<file path="src/core/pvc_pkg.sv">
// How it works
// - Range maximum below minimum scales inversely; low input end gives the minimum.
// - Limit alarms compare the scaled process value, never the raw input.
// - High and high-high alarms set when value strictly exceeds setpoint.
// - Low and low-low alarms set when value strictly falls below setpoint.
// - Disconnection with overrange direction high reports the range maximum.
// - Disconnection with overrange direction low reports the range minimum.
// - Inrush limiting stays off if first value already exceeds two percent.
// - Inrush limiting engages only on a rise through two percent after startup.
// - Square-root mode passes input linearly near seven percent output or lower.
// - Rising input switches linear to square root at half a percent.
// - Falling input returns square root to linear only at 0.3 percent.
// - No stored date gives all-ones date and notice and expired flags set.
// - Faulty stored date lights error, sets storage error, blanks date, flags.
// - Failing date function keeps error lit until the host rewrites the date.
// - Update bit reads one throughout the storage write; host keeps power on.
// - Hourly mode accumulates every 3.6 s into a 32-bit two-word total.
// - Each step adds value over 1000; constant 1000 adds 1000 per unit.
// - Per-minute mode accumulates every 60 ms into the same total.
// - Total is signed 32 bits; beyond that range content is undefined.
package pvc_pkg;
   localparam int CLK_KHZ = 40000;
   localparam int HOUR_STEP_MS = 3600;
   localparam int MIN_STEP_MS = 60;
   localparam int HOUR_STEP_CYCLES = HOUR_STEP_MS * CLK_KHZ;
   localparam int MIN_STEP_CYCLES = MIN_STEP_MS * CLK_KHZ;
   localparam int INTEG_DIV = 1000;
   localparam int RAW_W = 16;
   localparam int ROOT_W = 14;
   localparam int RAD_W = 2 * ROOT_W;
   localparam int RAW_SPAN = 10000;
   localparam int PERMIL = 1000;
   localparam logic [15:0] INRUSH_LEVEL = 16'(RAW_SPAN * 20 / PERMIL);
   localparam logic [15:0] SQRT_ON_LEVEL = 16'(RAW_SPAN * 5 / PERMIL);
   localparam logic [15:0] SQRT_OFF_LEVEL = 16'(RAW_SPAN * 3 / PERMIL);
   localparam logic [15:0] RAW_SPAN_V = 16'(RAW_SPAN);
   localparam logic [15:0] INRUSH_STEP_DEF = 16'h0010;
   localparam logic [31:0] DATE_BLANK = 32'hFFFF_FFFF;
   localparam int ADDR_W = 8;
   localparam logic [7:0] ADDR_CTRL = 8'h00;
   localparam logic [7:0] ADDR_STATUS = 8'h04;
   localparam logic [7:0] ADDR_RANGE_MIN = 8'h08;
   localparam logic [7:0] ADDR_RANGE_MAX = 8'h0C;
   localparam logic [7:0] ADDR_ALM_HH = 8'h10;
   localparam logic [7:0] ADDR_ALM_H = 8'h14;
   localparam logic [7:0] ADDR_ALM_L = 8'h18;
   localparam logic [7:0] ADDR_ALM_LL = 8'h1C;
   localparam logic [7:0] ADDR_PV = 8'h20;
   localparam logic [7:0] ADDR_INTEG_LO = 8'h24;
   localparam logic [7:0] ADDR_INTEG_HI = 8'h28;
   localparam logic [7:0] ADDR_DATE_LO = 8'h2C;
   localparam logic [7:0] ADDR_DATE_HI = 8'h30;
   localparam int CTRL_W = 5;
   localparam int CTRL_INTEG_EN = 0;
   localparam int CTRL_INTEG_MIN = 1;
   localparam int CTRL_SQRT_EN = 2;
   localparam int CTRL_OVR_HIGH = 3;
   localparam int CTRL_INRUSH_EN = 4;
   localparam int CTRL_INTEG_CLR = 5;
   localparam int ST_ALARM = 0;
   localparam int ST_INRUSH = 4;
   localparam int ST_SQRT = 5;
   localparam int ST_NV_ERR = 6;
   localparam int ST_NOTICE = 7;
   localparam int ST_EXPIRED = 8;
   localparam int ST_UPDATE = 9;
   localparam int ST_DISC = 10;
   localparam int ST_W = 11;
   localparam int ALM_HH = 0;
   localparam int ALM_H = 1;
   localparam int ALM_L = 2;
   localparam int ALM_LL = 3;
   typedef enum logic [1:0] {NV_LOAD, NV_IDLE, NV_WRITE} pvc_nv_type;
endpackage

</file>
<file path="src/core/pvc_calc_if.sv">
`timescale 1ns/1ps
`default_nettype none
interface pvc_calc_if;
   import pvc_pkg::*;
   logic root_start;
   logic [RAD_W-1:0] root_operand;
   logic root_done;
   logic [ROOT_W-1:0] root_value;
   logic integ_enable;
   logic integ_minute;
   logic integ_clear;
   logic signed [15:0] integ_sample;
   logic [31:0] integ_total;
   modport top (output root_start, root_operand, integ_enable, integ_minute,
      integ_clear, integ_sample, input root_done, root_value, integ_total);
   modport root (input root_start, root_operand, output root_done,
      root_value);
   modport integ (input integ_enable, integ_minute, integ_clear,
      integ_sample, output integ_total);
endinterface
`default_nettype wire

</file>
<file path="src/core/pvc_top.sv">
`timescale 1ns/1ps
`default_nettype none
module pvc_top import pvc_pkg::*; #(
   parameter int HOUR_CYCLES = HOUR_STEP_CYCLES,
   parameter int MINUTE_CYCLES = MIN_STEP_CYCLES,
   parameter logic [15:0] INRUSH_STEP = INRUSH_STEP_DEF
) (
   input wire logic clk,
   input wire logic rst_n,
   input wire logic [ADDR_W-1:0] paddr,
   input wire logic psel,
   input wire logic penable,
   input wire logic pwrite,
   input wire logic [31:0] pwdata,
   output logic [31:0] prdata,
   output logic pready,
   output logic pslverr,
   input wire logic [RAW_W-1:0] raw_value,
   input wire logic raw_valid,
   input wire logic input_disconnected,
   input wire logic nv_load_done,
   input wire logic nv_date_present,
   input wire logic nv_date_bad,
   input wire logic [31:0] nv_date,
   output logic nv_wr_req,
   output logic [31:0] nv_wr_data,
   input wire logic nv_wr_done,
   input wire logic nv_wr_fail,
   output logic signed [15:0] process_value,
   output logic high_high_limit_alarm,
   output logic high_limit_alarm,
   output logic low_limit_alarm,
   output logic low_low_limit_alarm,
   output logic unit_error_indicator
);
   typedef struct packed {
      logic pready;
      logic pslverr;
      logic [31:0] prdata;
      logic [CTRL_W-1:0] ctrl;
      logic integ_clear;
      logic signed [15:0] range_min;
      logic signed [15:0] range_max;
      logic signed [15:0] alm_hh;
      logic signed [15:0] alm_h;
      logic signed [15:0] alm_l;
      logic signed [15:0] alm_ll;
      logic [15:0] raw;
      logic disc;
      logic busy;
      logic root_go;
      logic sqrt_mode;
      logic [15:0] prev_cond;
      logic started;
      logic inrush_armed;
      logic inrush_on;
      logic signed [15:0] pv;
      logic [3:0] alarms;
      pvc_nv_type nv_state;
      logic [31:0] adj_date;
      logic [31:0] wr_data;
      logic wr_req;
      logic update;
      logic nv_err;
      logic notice;
      logic expired;
      logic err_led;
   } pvc_top_state_type;

   pvc_top_state_type st_reg, st_next;
   pvc_calc_if calc ();

   logic setup;
   logic access_wr;
   logic [15:0] raw_c;
   logic next_mode;
   logic [15:0] cond;
   logic signed [31:0] span_v;
   logic signed [31:0] prod_v;
   logic signed [31:0] target_v;
   logic signed [15:0] target;
   logic signed [15:0] new_pv;
   int tgt_i;
   int pv_i;

   function automatic logic [3:0] pvc_eval_alarms(
      input logic signed [15:0] pv,
      input logic signed [15:0] hh,
      input logic signed [15:0] h,
      input logic signed [15:0] l,
      input logic signed [15:0] ll);
      logic [3:0] a;
      a[ALM_HH] = pv > hh;
      a[ALM_H] = pv > h;
      a[ALM_L] = pv < l;
      a[ALM_LL] = pv < ll;
      return a;
   endfunction

   function automatic logic pvc_addr_known(input logic [ADDR_W-1:0] a);
      logic k;
      case (a)
         ADDR_CTRL, ADDR_STATUS, ADDR_RANGE_MIN, ADDR_RANGE_MAX,
         ADDR_ALM_HH, ADDR_ALM_H, ADDR_ALM_L, ADDR_ALM_LL, ADDR_PV,
         ADDR_INTEG_LO, ADDR_INTEG_HI, ADDR_DATE_LO, ADDR_DATE_HI: begin
            k = 1'b1;
         end
         default: begin
            k = 1'b0;
         end
      endcase
      return k;
   endfunction

   function automatic logic [31:0] pvc_sext(input logic signed [15:0] v);
      return {{16{v[15]}}, v};
   endfunction

   pvc_root u_root (
      .clk(clk),
      .rst_n(rst_n),
      .calc(calc.root)
   );

   pvc_integ #(
      .HOUR_CYCLES(HOUR_CYCLES),
      .MINUTE_CYCLES(MINUTE_CYCLES)
   ) u_integ (
      .clk(clk),
      .rst_n(rst_n),
      .calc(calc.integ)
   );

   assign calc.root_start = st_reg.root_go;
   assign calc.root_operand = RAD_W'(st_reg.raw) * RAD_W'(RAW_SPAN_V);
   assign calc.integ_enable = st_reg.ctrl[CTRL_INTEG_EN];
   assign calc.integ_minute = st_reg.ctrl[CTRL_INTEG_MIN];
   assign calc.integ_clear = st_reg.integ_clear;
   assign calc.integ_sample = st_reg.pv;

   always_comb begin
      st_next = st_reg;
      setup = psel && !penable;
      access_wr = psel && penable && st_reg.pready && pwrite;
      st_next.pready = setup;
      st_next.pslverr = setup && !pvc_addr_known(paddr);
      st_next.root_go = 1'b0;
      st_next.integ_clear = 1'b0;

      // Read data is latched in the setup cycle and shown in the access one
      if (setup) begin
         case (paddr)
            ADDR_CTRL: st_next.prdata = 32'(st_reg.ctrl);
            ADDR_STATUS: st_next.prdata = 32'({st_reg.disc, st_reg.update,
               st_reg.expired, st_reg.notice, st_reg.nv_err,
               st_reg.sqrt_mode, st_reg.inrush_on, st_reg.alarms});
            ADDR_RANGE_MIN: st_next.prdata = pvc_sext(st_reg.range_min);
            ADDR_RANGE_MAX: st_next.prdata = pvc_sext(st_reg.range_max);
            ADDR_ALM_HH: st_next.prdata = pvc_sext(st_reg.alm_hh);
            ADDR_ALM_H: st_next.prdata = pvc_sext(st_reg.alm_h);
            ADDR_ALM_L: st_next.prdata = pvc_sext(st_reg.alm_l);
            ADDR_ALM_LL: st_next.prdata = pvc_sext(st_reg.alm_ll);
            ADDR_PV: st_next.prdata = pvc_sext(st_reg.pv);
            ADDR_INTEG_LO: st_next.prdata = {16'h0000, calc.integ_total[15:0]};
            ADDR_INTEG_HI:
               st_next.prdata = {16'h0000, calc.integ_total[31:16]};
            ADDR_DATE_LO: st_next.prdata = {16'h0000, st_reg.adj_date[15:0]};
            ADDR_DATE_HI: st_next.prdata = {16'h0000, st_reg.adj_date[31:16]};
            default: st_next.prdata = '0;
         endcase
      end

      if (access_wr) begin
         case (paddr)
            ADDR_CTRL: begin
               st_next.ctrl = pwdata[CTRL_W-1:0];
               st_next.integ_clear = pwdata[CTRL_INTEG_CLR];
            end
            ADDR_RANGE_MIN: st_next.range_min = pwdata[15:0];
            ADDR_RANGE_MAX: st_next.range_max = pwdata[15:0];
            ADDR_ALM_HH: st_next.alm_hh = pwdata[15:0];
            ADDR_ALM_H: st_next.alm_h = pwdata[15:0];
            ADDR_ALM_L: st_next.alm_l = pwdata[15:0];
            ADDR_ALM_LL: st_next.alm_ll = pwdata[15:0];
            ADDR_DATE_LO: begin
               // Word under write must stand still
               if (st_reg.nv_state != NV_WRITE) begin
                  st_next.wr_data[15:0] = pwdata[15:0];
               end
            end
            ADDR_DATE_HI: begin
               // High half commits the whole date to storage
               if (st_reg.nv_state == NV_IDLE) begin
                  st_next.wr_data[31:16] = pwdata[15:0];
                  st_next.nv_state = NV_WRITE;
                  st_next.wr_req = 1'b1;
                  st_next.update = 1'b1;
               end
            end
            default: begin
            end
         endcase
      end

      // Non-volatile adjustment date handling
      case (st_reg.nv_state)
         NV_LOAD: begin
            if (nv_load_done) begin
               st_next.nv_state = NV_IDLE;
               if (nv_date_bad) begin
                  st_next.err_led = 1'b1;
                  st_next.nv_err = 1'b1;
                  st_next.adj_date = DATE_BLANK;
                  st_next.notice = 1'b1;
                  st_next.expired = 1'b1;
               end else if (!nv_date_present) begin
                  st_next.adj_date = DATE_BLANK;
                  st_next.notice = 1'b1;
                  st_next.expired = 1'b1;
               end else begin
                  st_next.adj_date = nv_date;
                  st_next.notice = 1'b0;
                  st_next.expired = 1'b0;
               end
            end
         end
         NV_WRITE: begin
            // Request and update bit both hold until storage answers
            if (nv_wr_done) begin
               st_next.nv_state = NV_IDLE;
               st_next.wr_req = 1'b0;
               st_next.update = 1'b0;
               if (nv_wr_fail) begin
                  st_next.err_led = 1'b1;
                  st_next.nv_err = 1'b1;
                  st_next.adj_date = DATE_BLANK;
                  st_next.notice = 1'b1;
                  st_next.expired = 1'b1;
               end else begin
                  // Only a good rewrite clears the error
                  st_next.err_led = 1'b0;
                  st_next.nv_err = 1'b0;
                  st_next.adj_date = st_reg.wr_data;
                  st_next.notice = 1'b0;
                  st_next.expired = 1'b0;
               end
            end
         end
         NV_IDLE: begin
         end
         default: begin
            st_next.nv_state = NV_IDLE;
         end
      endcase

      // Sample capture; a sample arriving mid-calculation is dropped
      raw_c = (raw_value > RAW_SPAN_V) ? RAW_SPAN_V : raw_value;
      if (raw_valid && !st_reg.busy) begin
         st_next.raw = raw_c;
         st_next.disc = input_disconnected;
         st_next.busy = 1'b1;
         st_next.root_go = 1'b1;
      end

      // Hysteresis between linear and square-root transfer
      if (!st_reg.ctrl[CTRL_SQRT_EN]) begin
         next_mode = 1'b0;
      end else if (!st_reg.sqrt_mode) begin
         next_mode = st_reg.raw >= SQRT_ON_LEVEL;
      end else begin
         next_mode = !(st_reg.raw <= SQRT_OFF_LEVEL);
      end
      // Linear region keeps output equal to input
      cond = next_mode ? 16'(calc.root_value) : st_reg.raw;

      // A negative span flips the slope by itself
      span_v = 32'(st_reg.range_max) - 32'(st_reg.range_min);
      prod_v = $signed({16'h0000, cond}) * span_v;
      target_v = prod_v / RAW_SPAN + 32'(st_reg.range_min);
      target = target_v[15:0];
      tgt_i = int'(target);
      pv_i = int'(st_reg.pv);
      new_pv = target;

      if (calc.root_done && st_reg.busy) begin
         st_next.busy = 1'b0;
         st_next.sqrt_mode = next_mode;
         st_next.prev_cond = cond;
         if (!st_reg.started) begin
            st_next.started = 1'b1;
            // Already above the level at power-up: never arm
            st_next.inrush_armed = st_reg.ctrl[CTRL_INRUSH_EN] &&
                                   (cond < INRUSH_LEVEL);
         end else if (st_reg.inrush_armed && st_reg.prev_cond < INRUSH_LEVEL
                      && cond > INRUSH_LEVEL) begin
            st_next.inrush_armed = 1'b0;
            st_next.inrush_on = 1'b1;
         end
         // Limiting only slows the rise; it ends once caught up
         if (st_next.inrush_on) begin
            if (tgt_i > pv_i + int'(INRUSH_STEP)) begin
               new_pv = 16'(pv_i + int'(INRUSH_STEP));
            end else begin
               st_next.inrush_on = 1'b0;
            end
         end
         if (st_reg.disc) begin
            st_next.inrush_on = 1'b0;
            new_pv = st_reg.ctrl[CTRL_OVR_HIGH] ? st_reg.range_max
                                                : st_reg.range_min;
         end
         st_next.pv = new_pv;
         // Alarms follow the scaled value so inverted ranges behave alike
         st_next.alarms = pvc_eval_alarms(new_pv, st_reg.alm_hh,
            st_reg.alm_h, st_reg.alm_l, st_reg.alm_ll);
      end
   end

   always_ff @(posedge clk) begin
      if (!rst_n) begin
         st_reg <= '0;
      end else begin
         st_reg <= st_next;
      end
   end

   assign prdata = st_reg.prdata;
   assign pready = st_reg.pready;
   assign pslverr = st_reg.pslverr;
   assign nv_wr_req = st_reg.wr_req;
   assign nv_wr_data = st_reg.wr_data;
   assign process_value = st_reg.pv;
   assign high_high_limit_alarm = st_reg.alarms[ALM_HH];
   assign high_limit_alarm = st_reg.alarms[ALM_H];
   assign low_limit_alarm = st_reg.alarms[ALM_L];
   assign low_low_limit_alarm = st_reg.alarms[ALM_LL];
   assign unit_error_indicator = st_reg.err_led;
endmodule
`default_nettype wire

</file>
<file path="src/core/pvc_root.sv">
`timescale 1ns/1ps
`default_nettype none
module pvc_root import pvc_pkg::*; (
   input wire logic clk,
   input wire logic rst_n,
   pvc_calc_if.root calc
);
   typedef struct packed {
      logic busy;
      logic done;
      logic [3:0] idx;
      logic [ROOT_W-1:0] root;
      logic [RAD_W-1:0] rad;
   } pvc_root_state_type;

   pvc_root_state_type st_reg, st_next;
   logic [ROOT_W-1:0] trial;
   logic [RAD_W-1:0] trial_w;

   // One result bit per cycle; a multiplier beats a wide divider here
   always_comb begin
      st_next = st_reg;
      st_next.done = 1'b0;
      trial = st_reg.root | (ROOT_W'(1) << st_reg.idx);
      trial_w = RAD_W'(trial);
      if (!st_reg.busy) begin
         if (calc.root_start) begin
            st_next.busy = 1'b1;
            st_next.rad = calc.root_operand;
            st_next.root = '0;
            st_next.idx = 4'(ROOT_W - 1);
         end
      end else begin
         if (trial_w * trial_w <= st_reg.rad) begin
            st_next.root = trial;
         end
         if (st_reg.idx == '0) begin
            st_next.busy = 1'b0;
            st_next.done = 1'b1;
         end else begin
            st_next.idx = st_reg.idx - 4'h1;
         end
      end
   end

   always_ff @(posedge clk) begin
      if (!rst_n) begin
         st_reg <= '0;
      end else begin
         st_reg <= st_next;
      end
   end

   assign calc.root_done = st_reg.done;
   assign calc.root_value = st_reg.root;
endmodule
`default_nettype wire

</file>
<file path="src/core/pvc_integ.sv">
`timescale 1ns/1ps
`default_nettype none
module pvc_integ import pvc_pkg::*; #(
   parameter int HOUR_CYCLES = HOUR_STEP_CYCLES,
   parameter int MINUTE_CYCLES = MIN_STEP_CYCLES
) (
   input wire logic clk,
   input wire logic rst_n,
   pvc_calc_if.integ calc
);
   typedef struct packed {
      logic [31:0] cnt;
      logic signed [31:0] total;
      logic signed [15:0] rem;
   } pvc_integ_state_type;

   pvc_integ_state_type st_reg, st_next;
   logic [31:0] period_last;
   int sum_v;
   int quot_v;

   always_comb begin
      st_next = st_reg;
      sum_v = int'(st_reg.rem) + int'(calc.integ_sample);
      quot_v = sum_v / INTEG_DIV;
      period_last = calc.integ_minute ? 32'(MINUTE_CYCLES - 1)
                                      : 32'(HOUR_CYCLES - 1);
      if (calc.integ_clear) begin
         st_next = '0;
      end else if (calc.integ_enable) begin
         if (st_reg.cnt >= period_last) begin
            st_next.cnt = '0;
            // Wraps silently past the signed range
            st_next.total = st_reg.total + quot_v;
            st_next.rem = 16'(sum_v - quot_v * INTEG_DIV);
         end else begin
            st_next.cnt = st_reg.cnt + 32'h0000_0001;
         end
      end else begin
         st_next.cnt = '0;
      end
   end

   always_ff @(posedge clk) begin
      if (!rst_n) begin
         st_reg <= '0;
      end else begin
         st_reg <= st_next;
      end
   end

   assign calc.integ_total = st_reg.total;
endmodule
`default_nettype wire

</file>
<file path="config.mk">
export PLATFORM = sky130hd
export DESIGN_NAME = pvc_top
export DESIGN_NICKNAME = d
export VERILOG_FILES = /design/src/core/pvc_pkg.sv /design/src/core/pvc_calc_if.sv /design/src/core/pvc_top.sv /design/src/core/pvc_root.sv /design/src/core/pvc_integ.sv
export SDC_FILE = /design/constraint.sdc
export NUM_CORES = 2
export LEC_CHECK = 0
export ABC_AREA = 1
export BUFFER_PORTS_ARGS = -buffer_cell sky130_fd_sc_hd__buf_4
export CORE_UTILIZATION = 59
export DETAILED_ROUTE_END_ITERATION = 8
export GPL_TIMING_DRIVEN = 0
export MAX_ROUTING_LAYER = met4
export PLACE_DENSITY = 0.84
export SETUP_SLACK_MARGIN = 0.05
export SYNTH_ARGS = -nofsm -noshare
export SYNTH_HDL_FRONTEND = slang
export SYNTH_SLANG_ARGS = --single-unit
</file>
<file path="constraint.sdc">
create_clock -name clk -period 25.7 [get_ports clk]
set_input_delay 7.71 -clock clk [delete_from_list [all_inputs] [get_ports clk]]
set_output_delay 7.71 -clock clk [all_outputs]
set_load 0.02 [all_outputs]
</file>
==> flow_summary.json <==
{
  "via_count": 54200,
  "ios": 188,
  "critPathSlowestCell": "sky130_fd_sc_hd__fa_1",
  "yosys.cell_types.count": 83,
  "violations": "setup timing",
  "synthCells": 7338,
  "finalWeightedCongestion": 1.05,
  "first_iter_violations": 5704,
  "placementRows": 108,
  "multi_input_comb_area_mm2": 0.0401,
  "grt_first_pass_wirelength_um": 264000,
  "regArea_mm2": 0.00747,
  "post-route-min-period_ns": 30.15,
  "cp_slowest_stage_delay_ns": 0.53,
  "synth.yosys.warnings": 0,
  "antenna_found_initial": 6,
  "netlist.area_leader.share": 0.153,
  "number_of_levels_the_h_tree_was_split_into": 2,
  "max_freq_mhz": 33.2,
  "pin_count_of_the_biggest_net_entering_global_routing": 18,
  "clk_pin_slew_ns": 0.06,
  "buffer_ports.inserted": 168,
  "cts-root-to-sink-buffers": 3,
  "post-route-drc-count": 0,
  "drt-wirelength-per-cell_um": 20.5,
  "timing_max_transition_violations_final": 0,
  "fp.dieW_um": 298,
  "largest_register_ff_count": 171,
  "worstPathMaxFanout": 8,
  "clock_sinks": 371,
  "num-nets-final": 8923,
  "die_y_um": 298,
  "post_synth_edffs": 0,
  "vias_per_cell": 5.95,
  "timing_worst_slew_pin_value_ns": 1.34,
  "synthesis.area_mm2": 0.0516,
  "area.growth.synth_to_final_pct": 20.5,
  "die-area_mm2": 0.0886,
  "timing.critical_path.mode_cell": "sky130_fd_sc_hd__nand2_2",
  "antenna_left": 0,
  "tritoncts": "built",
  "avgSynthCellArea_um2": 7.03,
  "yosysSeqAreaShare": 0.144,
  "finalWorstSetupSlack_ns": -4.45,
  "rsz0062_at_grt": "true",
  "hold-worst-slack_ns": 0.450,
  "cp-start-kind": "register",
  "relative_slew_slack": 0.102,
  "core_mm2": 0.0866,
  "hold_violations": 0,
  "hold_path_class": "register to register",
  "post_cts_hold_buffer_count": 0,
  "layout-drive-gt1-share": 0.209,
  "clk_root_buffer_cell": "sky130_fd_sc_hd__clkbuf_16",
  "biggest_area_consumer_among_synthesized_cells": "sky130_fd_sc_hd__fa_1",
  "effective_utilization_at_floorplan": 0.595,
  "number_of_global_route_vias_before_repair": 50300,
  "report.final.setup_viol": 21,
  "setup_total_negative_slack_ns": -69.31,
  "crit_path_end_kind": "register",
  "synth_seq_cells": 371,
  "place_hpwl_um": 130000,
  "run_status": "finished, violations left",
  "cts_buffers": 42,
  "globalRoute.totalOverflow": 0,
  "route.final.wire_length_um": 187000,
  "worst-endpoint-arrival_ns": 30.68,
  "synth.area.top_cells": "sky130_fd_sc_hd__fa_1, sky130_fd_sc_hd__dfxtp_1, sky130_fd_sc_hd__ha_1",
  "gr-usage-all-layers": 0.383,
  "clock_latency_of_the_later_clocked_register_in_the_worst_skew_pair_ns": 0.60,
  "asyncSetResetFlopFracSynth": 0,
  "min_period_over_period": 1.17,
  "clock-skew-final_ns": 0.0414,
  "drt_first_pass_iters": 8,
  "setup.worst_path.class": "register to register",
  "synthFlopType": "sky130_fd_sc_hd__dfxtp_1",
  "required_ns": 26.22,
  "filler_cell_count": 6516,
  "drv_cap": 0
}
==> layout make-up <==
class                   count  area share
multi-input cells        5218       0.645
flip-flops and latches    371       0.120
inverters                1473      0.0910
repair buffers            518      0.0689
plain buffers             277      0.0275
well taps                1155      0.0233
clock buffers              58      0.0198
clock inverters            19     0.00417
diodes                      8    0.000322
==> critical path: cells and delay by family (launching register included) <==
family	cells	cell delay, ns
xor gates and xnor gates	3	0.59
and+or+nand+nor	120	14.97
adders and majority gates	12	4.68
DFF	1	0.35
buffers and inverters	38	4.28
AOI/OAI and AO/OA	33	5.12
==> layout by cell type, fill, tap and decap left out, types with 16 or more instances in the layout <==
master	count
sky130_fd_sc_hd__inv_1	1344
sky130_fd_sc_hd__nand2_1	1188
sky130_fd_sc_hd__buf_4	554
sky130_fd_sc_hd__nor2_1	533
sky130_fd_sc_hd__ha_1	500
sky130_fd_sc_hd__a21oi_1	406
sky130_fd_sc_hd__fa_1	385
sky130_fd_sc_hd__o21ai_0	363
sky130_fd_sc_hd__dfxtp_1	351
sky130_fd_sc_hd__nand3_1	291
sky130_fd_sc_hd__nand2_2	215
sky130_fd_sc_hd__xor2_1	167
sky130_fd_sc_hd__nand2_4	161
sky130_fd_sc_hd__clkbuf_1	148
sky130_fd_sc_hd__nand4_1	93
sky130_fd_sc_hd__inv_2	80
sky130_fd_sc_hd__nor2_4	73
sky130_fd_sc_hd__xnor2_1	65
sky130_fd_sc_hd__nand3_2	62
sky130_fd_sc_hd__nor3_1	52
sky130_fd_sc_hd__o22ai_1	50
sky130_fd_sc_hd__o211ai_1	46
sky130_fd_sc_hd__clkbuf_16	45
sky130_fd_sc_hd__nand3_4	40
sky130_fd_sc_hd__nor2_2	38
sky130_fd_sc_hd__o21ai_1	35
sky130_fd_sc_hd__o21bai_1	33
sky130_fd_sc_hd__buf_6	32
sky130_fd_sc_hd__a21oi_2	30
sky130_fd_sc_hd__a31oi_1	27
sky130_fd_sc_hd__a211oi_1	26
sky130_fd_sc_hd__ha_4	26
sky130_fd_sc_hd__a21oi_4	24
sky130_fd_sc_hd__nor4_1	23
sky130_fd_sc_hd__o21ai_2	20
sky130_fd_sc_hd__a221oi_1	19
sky130_fd_sc_hd__xor2_2	19
sky130_fd_sc_hd__buf_12	19
sky130_fd_sc_hd__clkbuf_8	17
sky130_fd_sc_hd__nand2_8	16
==> metal layers <==
layer,share of wire,vias up,GRT usage
li1,-,24400,-
met1,0.37,25400,0.471
met2,0.45,3358,0.620
met3,0.11,1072,0.0596
met4,0.072,0,0.175
met5,0,-,-
==> final timing paths <==
| kind | startpoint | to | slack [ns] | cells past startpoint |
|---|---|---|---|---|
| min | u_integ.st_reg[48]$_SDFF_PP0_ | u_integ.st_reg[48]$_SDFF_PP0_ | 0.45 | 1 |
| max | st_reg[212]$_SDFFE_PN0P_ | low_low_limit_alarm$_SDFFE_PN0P_ | -4.45 | 206 |
| max reg2reg | st_reg[212]$_SDFFE_PN0P_ | low_low_limit_alarm$_SDFFE_PN0P_ | -4.45 | 206 |
| min reg2reg | u_integ.st_reg[48]$_SDFF_PP0_ | u_integ.st_reg[48]$_SDFF_PP0_ | 0.45 | 1 |
==> logic make-up after synthesis <==
| group | share of synthesized area |
|---|---|
| simple gates | 0.260 |
| buf+inv | 0.139 |
| xor+xnor | 0.0443 |
| flops | 0.144 |
| other cells | 0.0000727 |
| fa+ha+maj | 0.281 |
| compound gates | 0.131 |
==> timing repair <==
item | CTS | global route
buffers inserted | 199 | 148
resized for setup | 419 | 441
setup endpoints to repair | 21 | 21
pin swaps | 214 | 338
gates cloned | 4 | 3
==> stage by stage <==
step           cell area [um2]  std cells  setup WS, ns  utilization
2_1_floorplan            51600       7340         0.102            -
3_3_place_gp             54300       8663         -4.80        0.627
3_5_place_dp             54300       8663         -5.44        0.627
4_1_cts                  59000       8940         -1.50        0.681
5_1_grt                  62100       9095         -5.57        0.717
6_report                 62100       9097         -4.45        0.717
==> cell usage after synthesis (24+ instances only) <==
| master | instances |
|---|---|
| sky130_fd_sc_hd__buf_4 | 86 |
| sky130_fd_sc_hd__inv_1 | 1388 |
| sky130_fd_sc_hd__nor2_1 | 592 |
| sky130_fd_sc_hd__fa_1 | 394 |
| sky130_fd_sc_hd__nor2_4 | 25 |
| sky130_fd_sc_hd__nand3_2 | 28 |
| sky130_fd_sc_hd__nand2_1 | 1319 |
| sky130_fd_sc_hd__clkbuf_1 | 167 |
| sky130_fd_sc_hd__ha_1 | 528 |
| sky130_fd_sc_hd__o21ai_0 | 382 |
| sky130_fd_sc_hd__a21oi_1 | 448 |
| sky130_fd_sc_hd__a31oi_1 | 27 |
| sky130_fd_sc_hd__o21bai_1 | 35 |
| sky130_fd_sc_hd__xor2_1 | 187 |
| sky130_fd_sc_hd__nand3_1 | 355 |
| sky130_fd_sc_hd__o22ai_1 | 50 |
| sky130_fd_sc_hd__o21ai_1 | 39 |
| sky130_fd_sc_hd__xnor2_1 | 68 |
| sky130_fd_sc_hd__a211oi_1 | 34 |
| sky130_fd_sc_hd__nor4_1 | 24 |
| sky130_fd_sc_hd__dfxtp_1 | 371 |
| sky130_fd_sc_hd__nand2_4 | 70 |
| sky130_fd_sc_hd__o211ai_1 | 46 |
| sky130_fd_sc_hd__nor2_2 | 27 |
| sky130_fd_sc_hd__inv_2 | 51 |
| sky130_fd_sc_hd__nor3_1 | 57 |
| sky130_fd_sc_hd__nand4_1 | 93 |
| sky130_fd_sc_hd__nand2_2 | 184 |
Power is left out: the tool's default activity adds up to more than one toggle a clock period on the data nets, which glitch-free logic cannot reach.
